--- config.mk ---
export PLATFORM = sky130hd
export DESIGN_NAME = lcd_osc_irq_control_regs
export DESIGN_NICKNAME = d
export VERILOG_FILES = /design/src/sfr_bank_pkg.sv /design/src/lcd_osc_irq_control_regs.sv /design/src/port_irq_gate.sv /design/src/segment_map.sv
export SDC_FILE = /design/constraint.sdc
export NUM_CORES = 1
export LEC_CHECK = 0
export BUFFER_PORTS_ARGS = -buffer_cell sky130_fd_sc_hd__clkbuf_2
export CAP_MARGIN = 20
export CORE_ASPECT_RATIO = 0.7
export CORE_MARGIN = 2
export CORE_UTILIZATION = 30
export DETAILED_ROUTE_END_ITERATION = 7
export PLACE_DENSITY_LB_ADDON = 0.08
export SLEW_MARGIN = 0
export SYNTH_ARGS = -nofsm -noshare
export SYNTH_HDL_FRONTEND = slang
export SYNTH_HIERARCHICAL = 1
export SYNTH_SLANG_ARGS = --single-unit
--- constraint.sdc ---
create_clock -name clk_i -period 1.65 [get_ports clk_i]
set_clock_uncertainty 0.2 [all_clocks]
set_input_delay 0.165 -clock clk_i [delete_from_list [all_inputs] [get_ports clk_i]]
set_output_delay 0.165 -clock clk_i [all_outputs]
set_load 0.005 [all_outputs]
--- src/sfr_bank_pkg.sv ---
// constants for the added special function register bank
package sfr_bank_pkg;
  localparam logic [7:0] ADDR_GATE     = 8'h97;
  localparam logic [7:0] ADDR_MISC     = 8'h98;
  localparam logic [7:0] ADDR_SEG_LO   = 8'h9A;
  localparam logic [7:0] ADDR_TRIM     = 8'hB7;
  localparam logic [7:0] ADDR_DISP     = 8'hB9;
  localparam logic [7:0] ADDR_SEG_HI   = 8'hBA;
  localparam int         SEG_GROUP_LEN = 6;
  localparam int         SEG_REGS      = 12;

  localparam logic [7:0] RST_GATE = 8'h00;
  localparam logic [7:0] RST_MISC = 8'h00;
  localparam logic [7:0] RST_TRIM = 8'h01;
  localparam logic [7:0] RST_DISP = 8'h0C;
  localparam logic [7:0] RST_SEG  = 8'h00;

  localparam logic [7:0] MASK_MISC = 8'h3F;
  localparam logic [7:0] MASK_TRIM = 8'h1F;
  localparam logic [7:0] MASK_DISP = 8'h0F;

  localparam int MISC_KEEP_ALIVE = 5;
  localparam int MISC_SECONDS    = 4;
  localparam int DISP_ENABLE     = 0;
  localparam int DISP_BIAS       = 1;
  localparam int DISP_MUX_LO     = 2;
  localparam int DISP_MUX_HI     = 3;
  localparam int TRIM_W          = 5;

  typedef enum logic [1:0] {
    MUX_STATIC = 2'b00,
    MUX_1_2    = 2'b01,
    MUX_1_3    = 2'b10,
    MUX_1_4    = 2'b11
  } mux_ratio_t;
endpackage

--- src/lcd_osc_irq_control_regs.sv ---
// added special function register bank: gates, oscillator, display
// Summary of operation
// - every register in the bank is readable and writable by software
// - gate bit n blocks or permits the interrupt from port-0 line n
// - the misc control register supports single-bit set, clear, test
// - keep-alive bit 5 keeps the slow oscillator running in power-down
// - hardware sets the seconds flag bit 4 on 1-second overflow
// - software writes can set or clear the seconds flag
// - seconds flag high presents a 1-second interrupt request
// - level bits 3..0 choose active level of lines 4..7 for interrupt
// - level bit zero means low level interrupts, one means high level
// - trim register holds 5-bit code, reset 1, drives the oscillator
// - display control resets to 0x0C: off, third bias, 1:4
// - display enable zero forces all segment outputs low; backplane flags follow the mux bits
// - display enable one lets segment data be displayed
// - bias bit one selects half bias, zero third bias
// - mux bits encode static, 1:2, 1:3, 1:4
// - twelve 8-bit segment registers, reset zero, at two address groups
// - segment register bits 23..0 map one-to-one to the 24 segment outputs
// - two shared segment outputs become backplanes by mux ratio
module lcd_osc_irq_control_regs
  import sfr_bank_pkg::*;
(
  input  wire logic                  clk_i,
  input  wire logic                  reset_n_i,
  input  wire logic [7:0]            sfr_addr_i,
  input  wire logic                  sfr_wr_i,
  input  wire logic [7:0]            sfr_wdata_i,
  input  wire logic                  sfr_rd_i,
  input  wire logic                  bit_wr_i,
  input  wire logic [2:0]            bit_sel_i,
  input  wire logic                  bit_val_i,
  input  wire logic                  second_overflow_i,
  input  wire logic [7:0]            port_i,
  output logic      [7:0]            sfr_rdata_o,
  output logic                       sfr_hit_o,
  output logic                       bit_rdata_o,
  output logic                       external_interrupt_zero_o,
  output logic                       seconds_irq_o,
  output logic                       slow_osc_keep_alive_o,
  output logic      [TRIM_W-1:0]     current_controlled_oscillator_o,
  output logic                       display_enable_o,
  output logic                       bias_half_o,
  output sfr_bank_pkg::mux_ratio_t   mux_ratio_o,
  output logic      [23:0]           segment_o,
  output logic                       shared_output_a_bp_o,
  output logic                       shared_output_b_bp_o
);
  import sfr_bank_pkg::*;

  typedef struct packed {
    logic [7:0]              gate;
    logic [7:0]              misc;
    logic [7:0]              trim;
    logic [7:0]              disp;
    logic [SEG_REGS*8-1:0]   seg;
    logic [7:0]              rdata;
    logic                    hit;
    logic                    bit_rdata;
    logic                    ext_irq;
    logic [23:0]             seg_out;
    logic [1:0]              bp_duty;
  } state_t;

  state_t s_q;
  state_t s_d;

  // decode and segment map assume two equal groups filling 96 bits
  if (SEG_REGS != 2 * SEG_GROUP_LEN || SEG_REGS * 8 != 96 || TRIM_W > 8)
  begin : g_size_check
    $error("segment or trim sizes do not fit the register map");
  end

  logic [7:0]  line_hit;
  logic [23:0] seg_next;
  logic [1:0]  bp_next;
  logic        in_lo;
  logic        in_hi;
  logic [3:0]  seg_idx;
  logic [7:0]  wmisc;
  logic [7:0]  rd_val;

  port_irq_gate u_gate (
    .port_i  (port_i),
    .gate_i  (s_q.gate),
    .level_i (s_q.misc[3:0]),
    .hit_o   (line_hit)
  );

  // waveform logic reads the next-state copy and its result is registered, keeping the outputs glitch free
  segment_map u_map (
    .seg_bits_i (s_d.seg),
    .enable_i   (s_d.disp[DISP_ENABLE]),
    .mux_i      (s_d.disp[DISP_MUX_HI:DISP_MUX_LO]),
    .seg_o      (seg_next),
    .bp_duty_o  (bp_next)
  );

  assign in_lo = (sfr_addr_i >= ADDR_SEG_LO) &&
                 (sfr_addr_i < ADDR_SEG_LO + 8'(SEG_GROUP_LEN));
  assign in_hi = (sfr_addr_i >= ADDR_SEG_HI) &&
                 (sfr_addr_i < ADDR_SEG_HI + 8'(SEG_GROUP_LEN));
  always_comb
  begin
    seg_idx = 4'h0;
    if (in_lo)
      seg_idx = 4'(sfr_addr_i - ADDR_SEG_LO);
    else if (in_hi)
      seg_idx = 4'(sfr_addr_i - ADDR_SEG_HI) + 4'(SEG_GROUP_LEN);
  end

  always_comb
  begin
    rd_val = 8'h00;
    case (sfr_addr_i)
      ADDR_GATE: rd_val = s_q.gate;
      ADDR_MISC: rd_val = s_q.misc;
      ADDR_TRIM: rd_val = s_q.trim;
      ADDR_DISP: rd_val = s_q.disp;
      default:
      begin
        if (in_lo || in_hi)
          rd_val = s_q.seg[seg_idx*8 +: 8];
      end
    endcase
  end

  always_comb
  begin
    s_d = s_q;
    wmisc = s_q.misc;
    if (sfr_wr_i)
    begin
      case (sfr_addr_i)
        ADDR_GATE: s_d.gate = sfr_wdata_i;
        ADDR_MISC: wmisc = sfr_wdata_i;
        ADDR_TRIM: s_d.trim = sfr_wdata_i & MASK_TRIM;
        ADDR_DISP: s_d.disp = sfr_wdata_i & MASK_DISP;
        default:
        begin
          if (in_lo || in_hi)
            s_d.seg[seg_idx*8 +: 8] = sfr_wdata_i;
        end
      endcase
    end
    if (bit_wr_i && !sfr_wr_i)
      wmisc[bit_sel_i] = bit_val_i;
    if (second_overflow_i)
      wmisc[MISC_SECONDS] = 1'b1;
    s_d.misc = wmisc & MASK_MISC;
    s_d.hit = sfr_rd_i && ((sfr_addr_i == ADDR_GATE) ||
              (sfr_addr_i == ADDR_MISC) || (sfr_addr_i == ADDR_TRIM) ||
              (sfr_addr_i == ADDR_DISP) || in_lo || in_hi);
    s_d.rdata = sfr_rd_i ? rd_val : 8'h00;
    s_d.bit_rdata = s_q.misc[bit_sel_i];
    // any gated line raises interrupt zero
    s_d.ext_irq = |line_hit;
    s_d.seg_out = seg_next;
    s_d.bp_duty = bp_next;
  end

  always_ff @(posedge clk_i or negedge reset_n_i)
  begin
    if (!reset_n_i)
    begin
      s_q.gate      <= RST_GATE;
      s_q.misc      <= RST_MISC;
      s_q.trim      <= RST_TRIM;
      s_q.disp      <= RST_DISP;
      s_q.seg       <= {SEG_REGS{RST_SEG}};
      s_q.rdata     <= 8'h00;
      s_q.hit       <= 1'b0;
      s_q.bit_rdata <= 1'b0;
      s_q.ext_irq   <= 1'b0;
      s_q.seg_out   <= 24'h000000;
      s_q.bp_duty   <= 2'b11;
    end
    else
    begin
      s_q <= s_d;
    end
  end

  assign sfr_rdata_o                     = s_q.rdata;
  assign sfr_hit_o                       = s_q.hit;
  assign bit_rdata_o                     = s_q.bit_rdata;
  assign external_interrupt_zero_o       = s_q.ext_irq;
  assign seconds_irq_o                   = s_q.misc[MISC_SECONDS];
  assign slow_osc_keep_alive_o           = s_q.misc[MISC_KEEP_ALIVE];
  assign current_controlled_oscillator_o = s_q.trim[TRIM_W-1:0];
  assign display_enable_o                = s_q.disp[DISP_ENABLE];
  assign bias_half_o                     = s_q.disp[DISP_BIAS];
  assign mux_ratio_o = mux_ratio_t'(s_q.disp[DISP_MUX_HI:DISP_MUX_LO]);
  assign segment_o                       = s_q.seg_out;
  assign shared_output_a_bp_o            = s_q.bp_duty[0];
  assign shared_output_b_bp_o            = s_q.bp_duty[1];

  seconds_req_a: assert property (
    @(posedge clk_i) disable iff (!reset_n_i)
    second_overflow_i |=> seconds_irq_o)
    else $error("overflow did not raise seconds request");

  // flag holds without a clearing write
  seconds_hold_a: assert property (
    @(posedge clk_i) disable iff (!reset_n_i)
    (seconds_irq_o && !sfr_wr_i && !bit_wr_i) |=> seconds_irq_o)
    else $error("seconds flag dropped without a write");

  disabled_low_a: assert property (
    @(posedge clk_i) disable iff (!reset_n_i)
    !display_enable_o |-> segment_o == 24'h000000)
    else $error("segments driven while display disabled");

  trim_write_a: assert property (
    @(posedge clk_i) disable iff (!reset_n_i)
    (sfr_wr_i && sfr_addr_i == ADDR_TRIM) |=>
      current_controlled_oscillator_o == $past(sfr_wdata_i[4:0]))
    else $error("trim code not taken");

  reserved_zero_a: assert property (
    @(posedge clk_i) disable iff (!reset_n_i)
    s_q.misc[7:6] == 2'b00 && s_q.trim[7:5] == 3'b000 &&
    s_q.disp[7:4] == 4'h0)
    else $error("reserved bit set");

  mux_backplane_a: assert property (
    @(posedge clk_i) disable iff (!reset_n_i)
    mux_ratio_o == MUX_1_4 |-> shared_output_a_bp_o && shared_output_b_bp_o)
    else $error("shared outputs not backplanes in 1:4");

  gate_block_a: assert property (
    @(posedge clk_i) disable iff (!reset_n_i)
    (s_q.gate == 8'h00) |=> !external_interrupt_zero_o)
    else $error("interrupt with all gates closed");

  level_high_a: assert property (
    @(posedge clk_i) disable iff (!reset_n_i)
    (s_q.gate[4] && s_q.misc[0] && port_i[4]) |=> external_interrupt_zero_o)
    else $error("high level on line 4 not detected");

  bit_write_a: assert property (
    @(posedge clk_i) disable iff (!reset_n_i)
    (bit_wr_i && !sfr_wr_i && !second_overflow_i && bit_sel_i < 3'd6) |=>
      s_q.misc[$past(bit_sel_i)] == $past(bit_val_i))
    else $error("bit write lost");

  keep_alive_a: assert property (
    @(posedge clk_i) disable iff (!reset_n_i)
    (sfr_wr_i && sfr_addr_i == ADDR_MISC) |=>
      slow_osc_keep_alive_o == $past(sfr_wdata_i[MISC_KEEP_ALIVE]))
    else $error("keep-alive bit not taken");

  seconds_write_a: assert property (
    @(posedge clk_i) disable iff (!reset_n_i)
    (sfr_wr_i && sfr_addr_i == ADDR_MISC && !second_overflow_i) |=>
      seconds_irq_o == $past(sfr_wdata_i[MISC_SECONDS]))
    else $error("seconds flag write not taken");

  gate_write_a: assert property (
    @(posedge clk_i) disable iff (!reset_n_i)
    (sfr_wr_i && sfr_addr_i == ADDR_GATE) |=> s_q.gate == $past(sfr_wdata_i))
    else $error("gate register write lost");

  trim_read_a: assert property (
    @(posedge clk_i) disable iff (!reset_n_i)
    (sfr_rd_i && sfr_addr_i == ADDR_TRIM) |=> sfr_hit_o &&
      sfr_rdata_o == {3'b000, $past(current_controlled_oscillator_o)})
    else $error("trim read returned wrong data");

  // no read leaves the bus quiet
  idle_read_a: assert property (
    @(posedge clk_i) disable iff (!reset_n_i)
    !sfr_rd_i |=> !sfr_hit_o && sfr_rdata_o == 8'h00)
    else $error("read data without a read");

  low_line_a: assert property (
    @(posedge clk_i) disable iff (!reset_n_i)
    (s_q.gate[0] && !port_i[0]) |=> external_interrupt_zero_o)
    else $error("low level on line 0 not detected");

  level_low_a: assert property (
    @(posedge clk_i) disable iff (!reset_n_i)
    (s_q.gate[5] && !s_q.misc[1] && !port_i[5]) |=>
      external_interrupt_zero_o)
    else $error("low level on line 5 not detected");

  enable_show_a: assert property (
    @(posedge clk_i) disable iff (!reset_n_i)
    (display_enable_o && mux_ratio_o == MUX_STATIC) |->
      segment_o == s_q.seg[23:0])
    else $error("segment data not shown in static mode");

  // low ratios keep shared outputs as segments
  shared_seg_a: assert property (
    @(posedge clk_i) disable iff (!reset_n_i)
    (mux_ratio_o == MUX_STATIC || mux_ratio_o == MUX_1_2) |->
      !shared_output_a_bp_o && !shared_output_b_bp_o)
    else $error("shared output taken below 1:3");

  // 1:3 takes only one shared output
  shared_third_a: assert property (
    @(posedge clk_i) disable iff (!reset_n_i)
    mux_ratio_o == MUX_1_3 |->
      !shared_output_a_bp_o && shared_output_b_bp_o)
    else $error("shared outputs wrong in 1:3");

  disp_write_a: assert property (
    @(posedge clk_i) disable iff (!reset_n_i)
    (sfr_wr_i && sfr_addr_i == ADDR_DISP) |=>
      bias_half_o == $past(sfr_wdata_i[DISP_BIAS]) &&
      mux_ratio_o == $past(sfr_wdata_i[DISP_MUX_HI:DISP_MUX_LO]))
    else $error("display control bits not taken");
endmodule

--- src/port_irq_gate.sv ---
// gated level detection of port-0 lines onto external interrupt zero
module port_irq_gate
  import sfr_bank_pkg::*;
(
  input  wire logic [7:0] port_i,
  input  wire logic [7:0] gate_i,
  input  wire logic [3:0] level_i,
  output logic      [7:0] hit_o
);
  genvar g;
  generate
    for (g = 0; g < 8; g++)
    begin : g_line
      if (g < 4)
      begin : g_low
        assign hit_o[g] = gate_i[g] & ~port_i[g];
      end
      else
      begin : g_sel
        assign hit_o[g] = gate_i[g] & ~(port_i[g] ^ level_i[g-4]);
      end
    end
  endgenerate
endmodule

--- src/segment_map.sv ---
// segment data routing and backplane takeover of shared outputs
module segment_map
  import sfr_bank_pkg::*;
(
  input  wire logic [95:0] seg_bits_i,
  input  wire logic        enable_i,
  input  wire logic [1:0]  mux_i,
  output logic      [23:0] seg_o,
  output logic      [1:0]  bp_duty_o
);
  logic [23:0] row;
  // only the first backplane row is routed; no time slicing is done, and
  // the rows in the other segment registers never reach the outputs
  assign row = seg_bits_i[23:0];
  assign bp_duty_o[1] = (mux_i == MUX_1_3) || (mux_i == MUX_1_4);
  assign bp_duty_o[0] = (mux_i == MUX_1_4);
  always_comb
  begin
    seg_o = '0;
    if (enable_i)
    begin
      seg_o = row;
      if (bp_duty_o[0])
        seg_o[22] = 1'b0;
      if (bp_duty_o[1])
        seg_o[23] = 1'b0;
    end
  end
endmodule

---- After elaboration in Yosys (flattened, before gate mapping) ----
Cells that the tools add are included.
W data, S select, Z words.
cells by class
  add/sub/neg operators ................... 4
  $lt $le $gt $ge ......................... 6
  equality and inequality tests ........... 6
  shift-type cells ........................ 3
  muxes and demuxes ....................... 22
  bitwise operators ....................... 21
  reductions and logical operators ........ 19
operator list
  cell                       count
  $mux W96                   2
  $mux W100                  1
  $bwmux W96                 1
  $shift A8 B34 Y96 const A  1
  $shiftx A8 B34 Y96         1
  $shiftx A96 B8 Y8          1
  $neg A7 Y34                1
  $eq A8 B8 Y1 const B       4
  $mux W8                    4
  $pmux W8 S4                1
  $mux W24                   1
  $ge A8 B8 Y1 const B       2
  $lt A8 B8 Y1 const B       2
  $mux W4                    3
  $not A1 Y1                 9
  $and A1 B1 Y1              8
  $bwmux W8                  1
  $reduce_or A8 Y1           1
  $sub A4 B4 Y4 const B      2
  $logic_or A1 B1 Y1         7
  $mux W6                    1
  $reduce_and A2 Y1          3
  $logic_and A1 B1 Y1        5
  $mux W1                    5
  other kinds (10)           14
storage, ports and cells
  register bits after elaboration ......... 156
  input bits .............................. 34
  logic and storage cells ................. 94

---- Logic depth before layout (Yosys ltp) ----
  depth after elaboration ................. 14
  depth in mapped cells ................... 15

---- Cells and area by module ----
Netlist, hierarchy kept.
by module, submodules not included
  module                    times used  cells an instance  area an instance (um^2)
  lcd_osc_irq_control_regs  1           728                7867.5
  segment_map               1           29                 205.2
  port_irq_gate             1           12                 85.1

---- Worst setup path before layout ----
OpenSTA, ideal clock, no wires.
  kind .................................... input to register
  from .................................... input port sfr_addr_i[1]
  to ...................................... register s_q (netlist bit segment_o[0])
  library setup time ...................... 120 ps
  arrival time ............................ 3366 ps
  path slack .............................. -2036 ps
  cell stages on the path ................. 14
  cells stage by stage .................... buf_2 inv_1 ha_1 mux2_2 a211o_1 nor2_1 clkbuf_1 nor2_1 ha_1 nor3_1 and2_1 nand4_2 mux2_2 and2_2
RTL lines
  what             RTL line                        source
  start, declared  lcd_osc_irq_control_regs.sv:26  input wire logic [7:0] sfr_addr_i,
  end, declared    lcd_osc_irq_control_regs.sv:65  state_t s_q;

==> run_results.csv <==
group,metric,value,unit
status,status,"finished with violations",
status,violations,"setup timing",
floorplanning,rows,50,
cts,cts_tree,"built",
power,peakVddDrop,0.000612,V
drt,drt-initial-drc-count,411,
min_path,hp-class,"in2reg",
cts,cts_root_buf,"clkbuf_16",
floorplanning,die_y,142,µm
layout,ff_latch_area,3910,µm²
cts,cts_buffers,17,
grt,grt_overflow,0,
layout,fill_cells,2528,
placement,port_buffers,81,
placement,placed_area,10100,µm²
power,power,9.43,mW
synth,avgSynthCellArea,10.6,µm²
layout,multi_input_area,4410,µm²
floorplanning,coreArea,26700,µm²
timing,tightest_slew,502,ps
synth,synth_most_common_cell,"dfrtp_1",
critical_path,slowest_stage,"mux2_4",
synth,ys_warn_count,6,
layout,layout.nets,1033,
critical_path,cp_cell_sequence,"clkbuf_16 > clkinv_8 > ha_4 > mux2_4 > a211o_1 > nor2_4 > nor2_4 > ha_4 > and2_4 > and3_4 > mux2_4 > and3b_2",
grt,grtUsageMet1,0.313,
power,p_leak,5.59,nW
floorplanning,io-pin-count,82,
timing,slew_violations,0,
floorplanning,dieArea,28500,µm²
grt,grt_use_total,0.208,
timing,finalHoldViolCount,0,
synth,yosysTopAreaCellShare,0.463,
layout,syn_to_final_growth,45.6,%
drt,wl_per_cell,21.2,µm
drt,finalWirelength,29000,µm
power,powerDensity,794,nW/µm²
timing,relSlewSlack,0.664,
grt,grt_antenna_before_repair,3,
critical_path,rrSetupSlack,-470,ps
placement,place_ws,-1440,ps
critical_path,critPathMaxStageDelay,340,ps
grt,grt_pass1_vias,7077,
floorplanning,start_util,0.305,
synth,yosys-top-cells-area,"dfrtp_1 46%, mux2_2 10%, mux2i_1 5.0%, nand2_1 4.3%, buf_4 3.7%",
grt,met2_usage,0.302,
grt,grt_pass1_wl,44000,µm
synth,ys_types,70,
cts,insertion_delay,440,ps
layout,fin_cells,1368,
critical_path,crit_type,"in2reg",
cts,htreeDepth,4,
synth,async_flop_share,1.00,
critical_path,timing.critical_path.fanout_max,8,
grt,grt_max_degree,41,
synth,synth_common_cells,"151 x dfrtp_1, 94 x nand2_1, 76 x mux2_2",
critical_path,critical_path_required,1770,ps
drt,detail-route-antenna-nets,0,
placement,hpwl,21500,µm
drt,dr.pass1.iters,4,
synth,syn-cell-area,8160,µm²
floorplanning,chipWidth,201,µm
layout,layout-drive-gt1-share,0.495,
synth,synth_nets,811,
layout,stdcell_area,11900,µm²
grt,grt.busiest_layer,"met1",
synth,synth_edf_count,0,
critical_path,endpoint_kind,"register",
placement,place.gp.congestion,0.855,
synth,synthFlopType,"dfrtp_1",
drt,drc,0,
critical_path,cp.arrival,2610,ps
timing,rsz0062_at_grt,"true",
drt,viasPerCell,4.94,
synth,yosys.area.top_type,"dfrtp_1",
grt,met3_usage,0.0414,
synth,synth-seq-cells,156,
timing,min_period,2490,ps
cts,clk_path_buf_depth,2,
timing,timing.final.crit_share,1.51,
timing,setup_viol,130,
drt,vias,6758,
synth,yosysSeqAreaShare,0.479,
cts,clkTransAtPathRegs,70,ps
flow_run,max_cap_viol_count,0,
timing,layout_setup_ws,-839,ps
critical_path,critPathLaunchType,"primary input",
layout,antennaDiodeCount,0,
timing,fmax,402,MHz
placement,dpl.cell_count,1297,
synth,syn_inst,769,
cts,cts_sinks,156,
==> timing repair <==
item,CTS,global route
pin swaps,37,19
buffers inserted,19,9
resized for setup,131,61
hold buffers,15,0
endpoints found under the hold margin,170,0
endpoints found under the setup margin,148,142
cloned,1,0
==> cell type report <==
type / count / area share
clock buffers: 19 / 0.0373
multi-input cells: 496 / 0.371
clock inverters: 13 / 0.0149
well taps: 364 / 0.0383
inverters: 36 / 0.0127
flip-flops and latches: 156 / 0.329
repair buffers: 284 / 0.196
==> logic make-up after synthesis <==
group           synth area share
compound gates             0.100
xor+xnor                 0.00752
fa+ha+maj                 0.0123
buf+inv                   0.0758
flops                      0.479
mux                        0.158
simple gates               0.167
==> state kept, by name (all words and copies together) (netlist names), 2 cells and up <==
register                         cells
mux_ratio_o                          2
sfr_rdata_o                          8
s_q                                108
current_controlled_oscillator_o      5
segment_o                           24
==> path summary, 6_finish.rpt <==
check,from,to,cells past startpoint
max in group asynchronous,reset_n_i,s_q[115],4
min in group asynchronous,reset_n_i,current_controlled_oscillator_o[3],3
max,sfr_addr_i[2],segment_o[23],12
min,bit_wr_i,s_q[150],4
max reg2reg,current_controlled_oscillator_o[3],sfr_rdata_o[3],8
min reg2reg,s_q[116],s_q[116],2
==> worst max-delay path: cells and delay by family <==
kind | cells | cell delay (ps)
adder cells (fa/ha/maj) | 2 | 480
AO/OA/AOI/OAI | 1 | 280
buffers and inverters | 2 | 170
multiplexers | 2 | 610
AND/OR/NAND/NOR | 5 | 910
==> routing by layer <==
metal | part of all wire | routed length [µm]
met1 | 0.52 | 15100
met2 | 0.42 | 12200
met3 | 0.038 | 1100
met4 | 0.017 | 496
met5 | 0.00062 | 18
==> per-stage QoR <==
stage	setup TNS, ps	hold slack (ps)	util
2_1_floorplan	-162280	-331	-
3_3_place_gp	-174390	-127	0.378
3_5_place_dp	-178100	-127	0.378
4_1_cts	-86120	3.97	0.433
5_1_grt	-97360	29.9	0.445
6_report	-91070	26.4	0.445
==> report_power, final <==
group	leakage [nW]	internal [mW]	switching (mW)
Sequential	1.97	3.95	0.110
Combinational	3.31	0.577	0.593
Clock	0.306	2.46	1.73
Total	5.59	7.00	2.43
==> cells in the final DEF (no fill, tap or decap), types with 5 or more instances in the layout <==
cell type / netlist / routed
and3_4: 0 / 7
clkbuf_2: 0 / 77
dfrtp_1: 151 / 151
mux2i_4: 0 / 9
a21oi_1: 29 / 25
mux2_4: 0 / 44
nand3_1: 17 / 15
buf_12: 0 / 13
mux2_2: 76 / 34
nor2b_1: 7 / 6
clkbuf_16: 0 / 18
nor2_1: 14 / 9
buf_4: 40 / 132
and2_1: 40 / 30
a22oi_1: 10 / 7
a32oi_1: 6 / 6
dlygate4sd3_1: 0 / 15
nand2_2: 3 / 10
a221o_1: 6 / 5
and3_1: 22 / 14
buf_6: 2 / 43
o21ai_1: 2 / 7
and2_4: 0 / 16
nand2_1: 94 / 86
nor3_4: 1 / 5
inv_6: 0 / 6
o211ai_1: 5 / 5
mux2i_1: 41 / 31
xnor2_1: 6 / 6
dfstp_2: 5 / 5
inv_1: 35 / 32
Note: power is estimated with default switching activity, not from simulation.
